`config.mk`:
```
export PLATFORM = sky130hd
export DESIGN_NAME = wim_wake_input_monitor
export DESIGN_NICKNAME = d
export VERILOG_FILES = /design/src/design/wim_pkg.sv /design/src/design/wim_wake_input_monitor.sv
export SDC_FILE = /design/constraint.sdc
export NUM_CORES = 1
export LEC_CHECK = 0
export BUFFER_PORTS_ARGS = -buffer_cell sky130_fd_sc_hd__buf_2
export CAP_MARGIN = 5
export CORE_UTILIZATION = 50
export DETAILED_ROUTE_END_ITERATION = 12
export GPL_ROUTABILITY_DRIVEN = 0
export PLACE_DENSITY_LB_ADDON = 0.12
export SLEW_MARGIN = 20
export SYNTH_ARGS = -nofsm -noshare
export SYNTH_HDL_FRONTEND = slang
export SYNTH_SLANG_ARGS = --single-unit
```
`constraint.sdc`:
```
create_clock -name i_sys_clk -period 3.1 [get_ports i_sys_clk]
set_input_delay 0.62 -clock i_sys_clk [delete_from_list [all_inputs] [get_ports i_sys_clk]]
set_output_delay 0.62 -clock i_sys_clk [all_outputs]
set_load 0.02 [all_outputs]
```
`src/design/wim_pkg.sv`:
```
// Purpose: Constants for the wake input monitor: register map, field codes, timing.
// Assumes: Plain register port with 8-bit data, one system clock.
// Notes: Channels 0..2 are the wake pins, channels 3..4 the fail-safe inputs.
//
// Behaviour
// Both rising and falling crossings signal events
// Interrupt in Normal/Stop, wake-up in Sleep/Fail-Safe
// Static sense continuous, cyclic sense timer-windowed
// Static sense offers 16 or 64 us deglitch
// Crossing restarts filter; accept if stable throughout
// Per-pin wake enable written by software
// Per-pin wake-source flag, readable any time
// Pin levels readable in Normal/Stop, always
// Cyclic sense reports most recently sampled level
// Fail-safe inputs: fixed 16 us, separate status
// Current-source code 00: none, reset default
// Code 01 pull-down, code 10 pull-up
// Code 11 follows detected level automatically
// Filter code 00 static 16, 01 static 64
// Codes 10/11 cyclic on timer A/B, 16 us
// Software assigns timer to a high-side output; here the windows come in on i_timer_a_on and i_timer_b_on
// Synchronise inputs, count filter in clock cycles
// Wake flags stay set until software clears

package wim_pkg;

  // ----------------------------------------------------------------
  // Channels
  // ----------------------------------------------------------------
  localparam int unsigned NUM_WAKE = 3;
  localparam int unsigned NUM_ALT = 2;
  localparam int unsigned NUM_CH = 5;
  localparam int unsigned FIELD_W = 2;

  // ----------------------------------------------------------------
  // Register offsets
  // ----------------------------------------------------------------
  localparam logic [7:0] ADDR_WAKE_EN = 8'h00;
  localparam logic [7:0] ADDR_SRC_STAT = 8'h01;
  localparam logic [7:0] ADDR_LVL_STAT = 8'h02;
  localparam logic [7:0] ADDR_PUPD = 8'h03;
  localparam logic [7:0] ADDR_FLT = 8'h04;
  localparam logic [7:0] ADDR_ALT_STAT = 8'h05;
  localparam logic [7:0] ADDR_IRQ_MASK = 8'h06;

  // ----------------------------------------------------------------
  // Reset values
  // ----------------------------------------------------------------
  localparam logic [2:0] WAKE_EN_RST = 3'h0;
  localparam logic [5:0] PUPD_RST = 6'h00;
  localparam logic [5:0] FLT_RST = 6'h00;
  localparam logic [4:0] IRQ_MASK_RST = 5'h00;

  // ----------------------------------------------------------------
  // Field codes
  // ----------------------------------------------------------------
  localparam logic [1:0] PUPD_NONE = 2'h0;
  localparam logic [1:0] PUPD_DOWN = 2'h1;
  localparam logic [1:0] PUPD_UP = 2'h2;
  localparam logic [1:0] PUPD_AUTO = 2'h3;
  localparam logic [1:0] FLT_STATIC_SHORT = 2'h0;
  localparam logic [1:0] FLT_STATIC_LONG = 2'h1;
  localparam logic [1:0] FLT_CYCLIC_A = 2'h2;
  localparam logic [1:0] FLT_CYCLIC_B = 2'h3;

  // ----------------------------------------------------------------
  // Device modes on i_dev_mode
  // ----------------------------------------------------------------
  localparam logic [1:0] MODE_NORMAL = 2'h0;
  localparam logic [1:0] MODE_STOP = 2'h1;
  localparam logic [1:0] MODE_SLEEP = 2'h2;
  localparam logic [1:0] MODE_FAILSAFE = 2'h3;

  // ----------------------------------------------------------------
  // Timing
  // ----------------------------------------------------------------
  localparam int unsigned FILT_SHORT_US = 16;
  localparam int unsigned FILT_LONG_US = 64;
  // Enabled edges after reset; the last one takes the settled pin level as reference
  localparam logic [1:0] SYNC_SETTLE = 2'h3;

endpackage

```
`src/design/wim_wake_input_monitor.sv`:
```
// Purpose: Deglitched edge detection on three wake pins and two fail-safe inputs.
// Assumes: Comparator outputs arrive asynchronous; timer windows come from outside.
// Notes: Flags are write-one-to-clear; a set in the clearing cycle wins.

`timescale 1ns/1ps
`default_nettype none

module wim_wake_input_monitor #(
  parameter int unsigned CLK_MHZ = 10,
  parameter int unsigned CNT_W = 10
) (
  input wire logic i_sys_clk,
  input wire logic i_rstn,
  input wire logic i_clk_en,
  input wire logic [7:0] i_addr,
  input wire logic [7:0] i_wdata,
  input wire logic i_wr,
  input wire logic i_rd,
  output logic [7:0] o_rdata,
  input wire logic [2:0] i_wake_pin,
  input wire logic [1:0] i_fs_pin,
  input wire logic i_fs_wake_sel,
  input wire logic [1:0] i_dev_mode,
  input wire logic i_timer_a_on,
  input wire logic i_timer_b_on,
  output logic [2:0] o_pull_up,
  output logic [2:0] o_pull_down,
  output logic o_irq,
  output logic o_wake_req
);

  // ----------------------------------------------------------------
  // Timing constants
  // ----------------------------------------------------------------
  localparam logic [CNT_W-1:0] SHORT_LAST = CNT_W'(wim_pkg::FILT_SHORT_US * CLK_MHZ - 1);
  localparam logic [CNT_W-1:0] LONG_LAST = CNT_W'(wim_pkg::FILT_LONG_US * CLK_MHZ - 1);

  if (CLK_MHZ == 0 || wim_pkg::FILT_LONG_US * CLK_MHZ > (2 ** CNT_W)) begin : g_chk
    $error("CNT_W too small for the long filter at this clock rate");
  end

  // ----------------------------------------------------------------
  // Helpers
  // ----------------------------------------------------------------
  function automatic logic [CNT_W-1:0] filt_last(input logic [1:0] code);
    filt_last = (code == wim_pkg::FLT_STATIC_LONG) ? LONG_LAST : SHORT_LAST;
  endfunction

  function automatic logic is_cyclic(input logic [1:0] code);
    is_cyclic = (code == wim_pkg::FLT_CYCLIC_A) || (code == wim_pkg::FLT_CYCLIC_B);
  endfunction

  // ----------------------------------------------------------------
  // Registers and state
  // ----------------------------------------------------------------
  logic [2:0] wake_en_reg;
  logic [5:0] pupd_reg;
  logic [5:0] flt_reg;
  logic [4:0] irq_mask_reg;
  logic [2:0] src_flag_reg;
  logic [1:0] alt_flag_reg;
  logic [2:0] lvl_reg;
  logic [4:0] sync1_reg;
  logic [4:0] sync2_reg;
  logic [4:0] acc_lvl_reg;
  logic [CNT_W-1:0] cnt_reg [wim_pkg::NUM_CH];
  logic [1:0] seed_reg;
  logic seeded;
  logic [4:0] ch_active;
  logic [4:0] ch_cyclic;
  logic [CNT_W-1:0] ch_last [wim_pkg::NUM_CH];
  logic [4:0] acc_ev;
  logic [4:0] ev_en;
  logic [2:0] src_clr;
  logic [1:0] alt_clr;
  logic [2:0] src_flag_next;
  logic [1:0] alt_flag_next;
  logic mode_awake;
  logic mode_asleep;

  assign mode_awake = (i_dev_mode == wim_pkg::MODE_NORMAL) || (i_dev_mode == wim_pkg::MODE_STOP);
  assign mode_asleep = !mode_awake;
  assign seeded = (seed_reg == wim_pkg::SYNC_SETTLE);

  // ----------------------------------------------------------------
  // Channel configuration
  // ----------------------------------------------------------------
  always_comb begin
    for (int k = 0; k < wim_pkg::NUM_CH; k++) begin
      if (k < wim_pkg::NUM_WAKE) begin
        ch_cyclic[k] = is_cyclic(flt_reg[k*wim_pkg::FIELD_W +: 2]);
        ch_last[k] = filt_last(flt_reg[k*wim_pkg::FIELD_W +: 2]);
        if (flt_reg[k*wim_pkg::FIELD_W +: 2] == wim_pkg::FLT_CYCLIC_A) begin
          ch_active[k] = i_timer_a_on;
        end else if (flt_reg[k*wim_pkg::FIELD_W +: 2] == wim_pkg::FLT_CYCLIC_B) begin
          ch_active[k] = i_timer_b_on;
        end else begin
          ch_active[k] = 1'b1;
        end
      end else begin
        ch_cyclic[k] = 1'b0;
        ch_last[k] = SHORT_LAST;
        ch_active[k] = i_fs_wake_sel;
      end
    end
  end

  // ----------------------------------------------------------------
  // Input synchroniser
  // ----------------------------------------------------------------
  always_ff @(posedge i_sys_clk or negedge i_rstn) begin
    if (!i_rstn) begin
      sync1_reg <= 5'h00;
      sync2_reg <= 5'h00;
    end else if (i_clk_en) begin
      sync1_reg <= {i_fs_pin, i_wake_pin};
      sync2_reg <= sync1_reg;
    end
  end

  // Waits for the synchroniser to fill before taking the first level
  always_ff @(posedge i_sys_clk or negedge i_rstn) begin
    if (!i_rstn) begin
      seed_reg <= 2'h0;
    end else if (i_clk_en && !seeded) begin
      seed_reg <= seed_reg + 2'h1;
    end
  end

  // ----------------------------------------------------------------
  // Deglitch filter
  // ----------------------------------------------------------------
  always_comb begin
    for (int k = 0; k < wim_pkg::NUM_CH; k++) begin
      acc_ev[k] = seeded && ch_active[k] && (sync2_reg[k] != acc_lvl_reg[k])
        && (cnt_reg[k] == ch_last[k]);
    end
  end

  always_ff @(posedge i_sys_clk or negedge i_rstn) begin
    if (!i_rstn) begin
      acc_lvl_reg <= 5'h00;
      for (int k = 0; k < wim_pkg::NUM_CH; k++) begin
        cnt_reg[k] <= '0;
      end
    end else if (i_clk_en) begin
      for (int k = 0; k < wim_pkg::NUM_CH; k++) begin
        if (!seeded) begin
          acc_lvl_reg[k] <= sync2_reg[k];
          cnt_reg[k] <= '0;
        end else if (!ch_active[k] || (sync2_reg[k] == acc_lvl_reg[k])) begin
          cnt_reg[k] <= '0;
        end else if (acc_ev[k]) begin
          acc_lvl_reg[k] <= sync2_reg[k];
          cnt_reg[k] <= '0;
        end else begin
          cnt_reg[k] <= cnt_reg[k] + CNT_W'(1);
        end
      end
    end
  end

  // ----------------------------------------------------------------
  // Configuration registers
  // ----------------------------------------------------------------
  always_ff @(posedge i_sys_clk or negedge i_rstn) begin
    if (!i_rstn) begin
      wake_en_reg <= wim_pkg::WAKE_EN_RST;
      pupd_reg <= wim_pkg::PUPD_RST;
      flt_reg <= wim_pkg::FLT_RST;
      irq_mask_reg <= wim_pkg::IRQ_MASK_RST;
    end else if (i_clk_en && i_wr) begin
      unique case (i_addr)
        wim_pkg::ADDR_WAKE_EN: wake_en_reg <= i_wdata[2:0];
        wim_pkg::ADDR_PUPD: pupd_reg <= i_wdata[5:0];
        wim_pkg::ADDR_FLT: flt_reg <= i_wdata[5:0];
        wim_pkg::ADDR_IRQ_MASK: irq_mask_reg <= i_wdata[4:0];
        default: ;
      endcase
    end
  end

  // ----------------------------------------------------------------
  // Wake flags
  // ----------------------------------------------------------------
  assign src_clr = (i_wr && i_addr == wim_pkg::ADDR_SRC_STAT) ? i_wdata[2:0] : 3'h0;
  assign alt_clr = (i_wr && i_addr == wim_pkg::ADDR_ALT_STAT) ? i_wdata[1:0] : 2'h0;
  assign ev_en = {acc_ev[4:3], acc_ev[2:0] & wake_en_reg};
  assign src_flag_next = (src_flag_reg & ~src_clr) | ev_en[2:0];
  assign alt_flag_next = (alt_flag_reg & ~alt_clr) | ev_en[4:3];

  always_ff @(posedge i_sys_clk or negedge i_rstn) begin
    if (!i_rstn) begin
      src_flag_reg <= 3'h0;
      alt_flag_reg <= 2'h0;
    end else if (i_clk_en) begin
      src_flag_reg <= src_flag_next;
      alt_flag_reg <= alt_flag_next;
    end
  end

  // ----------------------------------------------------------------
  // Level status
  // ----------------------------------------------------------------
  always_ff @(posedge i_sys_clk or negedge i_rstn) begin
    if (!i_rstn) begin
      lvl_reg <= 3'h0;
    end else if (i_clk_en && mode_awake) begin
      for (int k = 0; k < wim_pkg::NUM_WAKE; k++) begin
        if (!ch_cyclic[k] || ch_active[k]) begin
          lvl_reg[k] <= sync2_reg[k];
        end
      end
    end
  end

  // ----------------------------------------------------------------
  // Current sources
  // ----------------------------------------------------------------
  always_ff @(posedge i_sys_clk or negedge i_rstn) begin
    if (!i_rstn) begin
      o_pull_up <= 3'h0;
      o_pull_down <= 3'h0;
    end else if (i_clk_en) begin
      for (int k = 0; k < wim_pkg::NUM_WAKE; k++) begin
        unique case (pupd_reg[k*wim_pkg::FIELD_W +: 2])
          wim_pkg::PUPD_NONE: begin
            o_pull_up[k] <= 1'b0;
            o_pull_down[k] <= 1'b0;
          end
          wim_pkg::PUPD_DOWN: begin
            o_pull_up[k] <= 1'b0;
            o_pull_down[k] <= 1'b1;
          end
          wim_pkg::PUPD_UP: begin
            o_pull_up[k] <= 1'b1;
            o_pull_down[k] <= 1'b0;
          end
          wim_pkg::PUPD_AUTO: begin
            o_pull_up[k] <= acc_lvl_reg[k];
            o_pull_down[k] <= !acc_lvl_reg[k];
          end
        endcase
      end
    end
  end

  // ----------------------------------------------------------------
  // Interrupt and wake-up
  // ----------------------------------------------------------------
  always_ff @(posedge i_sys_clk or negedge i_rstn) begin
    if (!i_rstn) begin
      o_irq <= 1'b0;
      o_wake_req <= 1'b0;
    end else if (i_clk_en) begin
      o_irq <= mode_awake && |({alt_flag_next, src_flag_next} & irq_mask_reg);
      o_wake_req <= mode_asleep && |ev_en;
    end
  end

  // ----------------------------------------------------------------
  // Read port
  // ----------------------------------------------------------------
  always_ff @(posedge i_sys_clk or negedge i_rstn) begin
    if (!i_rstn) begin
      o_rdata <= 8'h00;
    end else if (i_clk_en && i_rd) begin
      unique case (i_addr)
        wim_pkg::ADDR_WAKE_EN: o_rdata <= {5'h00, wake_en_reg};
        wim_pkg::ADDR_SRC_STAT: o_rdata <= {5'h00, src_flag_reg};
        wim_pkg::ADDR_LVL_STAT: o_rdata <= {5'h00, lvl_reg};
        wim_pkg::ADDR_PUPD: o_rdata <= {2'h0, pupd_reg};
        wim_pkg::ADDR_FLT: o_rdata <= {2'h0, flt_reg};
        wim_pkg::ADDR_ALT_STAT: o_rdata <= {6'h00, alt_flag_reg};
        wim_pkg::ADDR_IRQ_MASK: o_rdata <= {3'h0, irq_mask_reg};
        default: o_rdata <= 8'h00;
      endcase
    end
  end
endmodule // wim_wake_input_monitor

`default_nettype wire

```
==> flow_summary.yaml <==
grt:
  grt_pass1_wl_um: 21600
  grt_pass1_vias: 4285
  grt_overflow: 0
  antenna_found_initial: 0
  track_usage_pct: 23.9
  grt_max_degree: 79
drt:
  viasPerCell: 5.92
  dr.pass1.iters: 5
  wl_per_cell_um: 17.1
  drc: 0
  drt-initial-drc-count: 203
  via_count: 4399
  ant_nets: 0
  drt_wl_total_um: 12700
sta:
  relSlewSlack_pct: 46.9
  grt_setup_unrepaired: "false"
  fmax_ghz: 0.431
  hold_viol: 0
  finalSetupViolCount: 0
  maxSlewViolCount: 0
  timing.setup.tns_ns: 0
  layout_min_cycle_time_ns: 2.32
  skew_ns: 0.00826
  tightest_slew_ns: 0.786
  finalCritPeriodShare_pct: 74.9
cts:
  cts-root-buf: "clkbuf_16"
  cts.sinks: 109
  postCtsSetupRepairBufs: 0
  clk_path_buf_depth: 2
  cts_tree: "yes"
  ctsHoldBuffers: 0
  numCtsBuffers: 9
  clk_latency_ns: 0.36
  path_clk_slew_ns: 0.07
  cts.repair.resized: 0
  h-tree-depth: 3
critical_path:
  regToRegSetupSlack_ns: 0.78
  worstSetupPathType: "reg -> reg"
  ff2ff_path_depth: 6
  crit_start: "seed_reg[0]$_DFFE_PN0P_"
  r2r-end: "o_wake_req$_DFFE_PN0P_"
  required_ns: 3.38
  critPathLaunchType: "flop"
  r2r_start: "seed_reg[0]$_DFFE_PN0P_"
  arrival_ns: 2.60
  crit_path_end_kind: "flop"
  cp_max_fo: 7
finish:
  nets: 635
  num_antenna_cells: 0
  final_common_cell: "dfrtp_1"
  stdcell_area_um2: 6320
  largest_reg_flops: 50
  layout-drive-gt1-share_pct: 18.9
  fillCellCount: 973
  syn_to_final_growth_pct: 11.3
  final_cell_mix: "dfrtp_1 (109), nand2_1 (47), o21ai_0 (45)"
die:
  fp-row-count: 38
  initial_core_util_pct: 51.9
  die_h_um: 109
  die_w_um: 109
  core-area_um2: 10900
  die-area_um2: 11800
  ios: 47
yosys:
  synth.yosys.seq_area_share_pct: 48.0
  synth_top_cell_area_share_pct: 48.0
  synthFlopType: "dfrtp_1"
  netlist_area_um2: 5680
  ys_top_cells_by_area: "dfrtp_1 (48%), mux2_2 (8.1%), o21ai_0 (4.0%)"
  synth_cell_types: 64
  ys_seq_elements: 109
  ys.warnings.count: 0
  synth_edf_count: 0
  synth.avg_cell_area_um2: 10.2
  yosysTopAreaCell: "dfrtp_1"
  synthArstFlopShare_pct: 100
  synthCells: 558
pwr:
  p_total_mw: 3.26
  pwr-share-seq_pct: 50.3
  irDropWorstVdd_mv: 0.371
  power_frac_clock_pct: 34.1
  intPower_mw: 2.33
  p_leak_nw: 2.74
  power_frac_comb_pct: 15.6
  p_sw_uw: 936
  powerDensity_nw_per_um2: 516
  p_sw_share_pct: 28.7
place:
  port_buffers: 41
  dpl_cell_area_um2: 6040
  hpwl_um: 9000
run:
  max_cap_viol_count: 0
hold_path:
  min_path_type: "in -> async"
status:
  run_status: "finished clean"
-- through the flow --
stage | util (%) | hold slack (ns) | cells | setup slack (ns)
after global routing | 57.8 | 0.218 | 743 | 0.615
after detailed placement | 55.2 | 0.474 | 727 | 0.461
after global placement | 55.2 | 0.466 | 727 | 0.464
after CTS | 57.8 | 0.205 | 743 | 0.837
after floorplan | - | 0.324 | 559 | 0.781
final | 57.8 | 0.198 | 743 | 0.778
-- kinds of logic after synthesis --
group           share of synthesized area, %
flops                                   48.0
compound gates                          12.2
fa+ha+maj                               1.32
xor+xnor                                4.01
buf+inv                                 2.67
other cells                           0.0660
mux                                     11.4
simple gates                            20.3
-- metal layers --
layer	share of wire (%)	vias to the layer above	GRT usage, %	routed length, um
li1	-	2105	-	-
met1	47	2183	32.8	5990
met2	47	94	37.6	5980
met3	4.6	17	5.79	590
met4	1.2	0	6.56	151
met5	0	-	0	0
-- how the worst max path moves through the flow --
stage                               to  slack (ns)
2_1_floorplan        o_irq$_DFFE_PN0P_        0.78
3_3_place_gp   pupd_reg[2]$_DFFE_PN0P_        0.46
3_5_place_dp   pupd_reg[5]$_DFFE_PN0P_        0.46
4_1_cts        pupd_reg[0]$_DFFE_PN0P_        0.84
5_1_grt              o_irq$_DFFE_PN0P_        0.61
6_report        o_wake_req$_DFFE_PN0P_        0.78
-- area by class of cell --
cell class | count | area (um2) | share of cell area (%)
clock inverters | 5 | 41.3 | 0.653
flip-flops and latches | 109 | 2730 | 43.1
clock buffers | 11 | 243 | 3.84
repair buffers | 48 | 273 | 4.31
well taps | 140 | 175 | 2.77
multi-input cells | 414 | 2800 | 44.3
inverters | 16 | 60.1 | 0.950
-- cell usage after synthesis, types with 2 or more instances --
cell type / instances
dfrtp_1: 109
and3_1: 17
o2bb2ai_1: 6
nand4_1: 16
o41ai_1: 2
a31oi_1: 2
nor4_1: 3
nand2b_1: 13
mux2i_1: 14
mux4_2: 2
o31ai_1: 4
a211o_1: 2
o211ai_1: 4
a22oi_1: 3
o21bai_1: 2
nor4b_1: 3
or3_1: 2
nand3b_1: 4
xor2_1: 16
nor2_1: 41
or2_2: 2
o22ai_1: 2
buf_4: 2
a21oi_1: 13
xnor2_1: 10
nand4b_1: 4
nor2b_1: 2
ha_1: 6
nor3_1: 13
a22o_1: 9
o21ai_1: 2
o21ai_0: 45
nor3b_1: 7
or3b_1: 2
or4_1: 2
nand2_1: 47
clkbuf_1: 14
mux2_2: 41
nand3_1: 24
buf_1: 2
and2_1: 6
inv_1: 16
-- power by group through the flow --
stage          Sequential (mW)  Clock (mW)  Combinational, mW
2_1_floorplan             1.64           0              0.363
4_1_cts                   1.64        1.15              0.514
3_3_place_gp              1.66           0              0.499
5_1_grt                   1.65        1.20              0.575
3_5_place_dp              1.67           0              0.513
6_report                  1.64        1.11              0.510
-- critical path, stage by stage, from the launching register on --
cell	delay (ns)
dfrtp_1	0.37
ha_1	0.34
inv_1	0.20
a211o_1	0.33
nor4b_1	0.68
o41ai_1	0.17
o21ai_1	0.14
No activity file was read; power rests on OpenSTA's default activity.
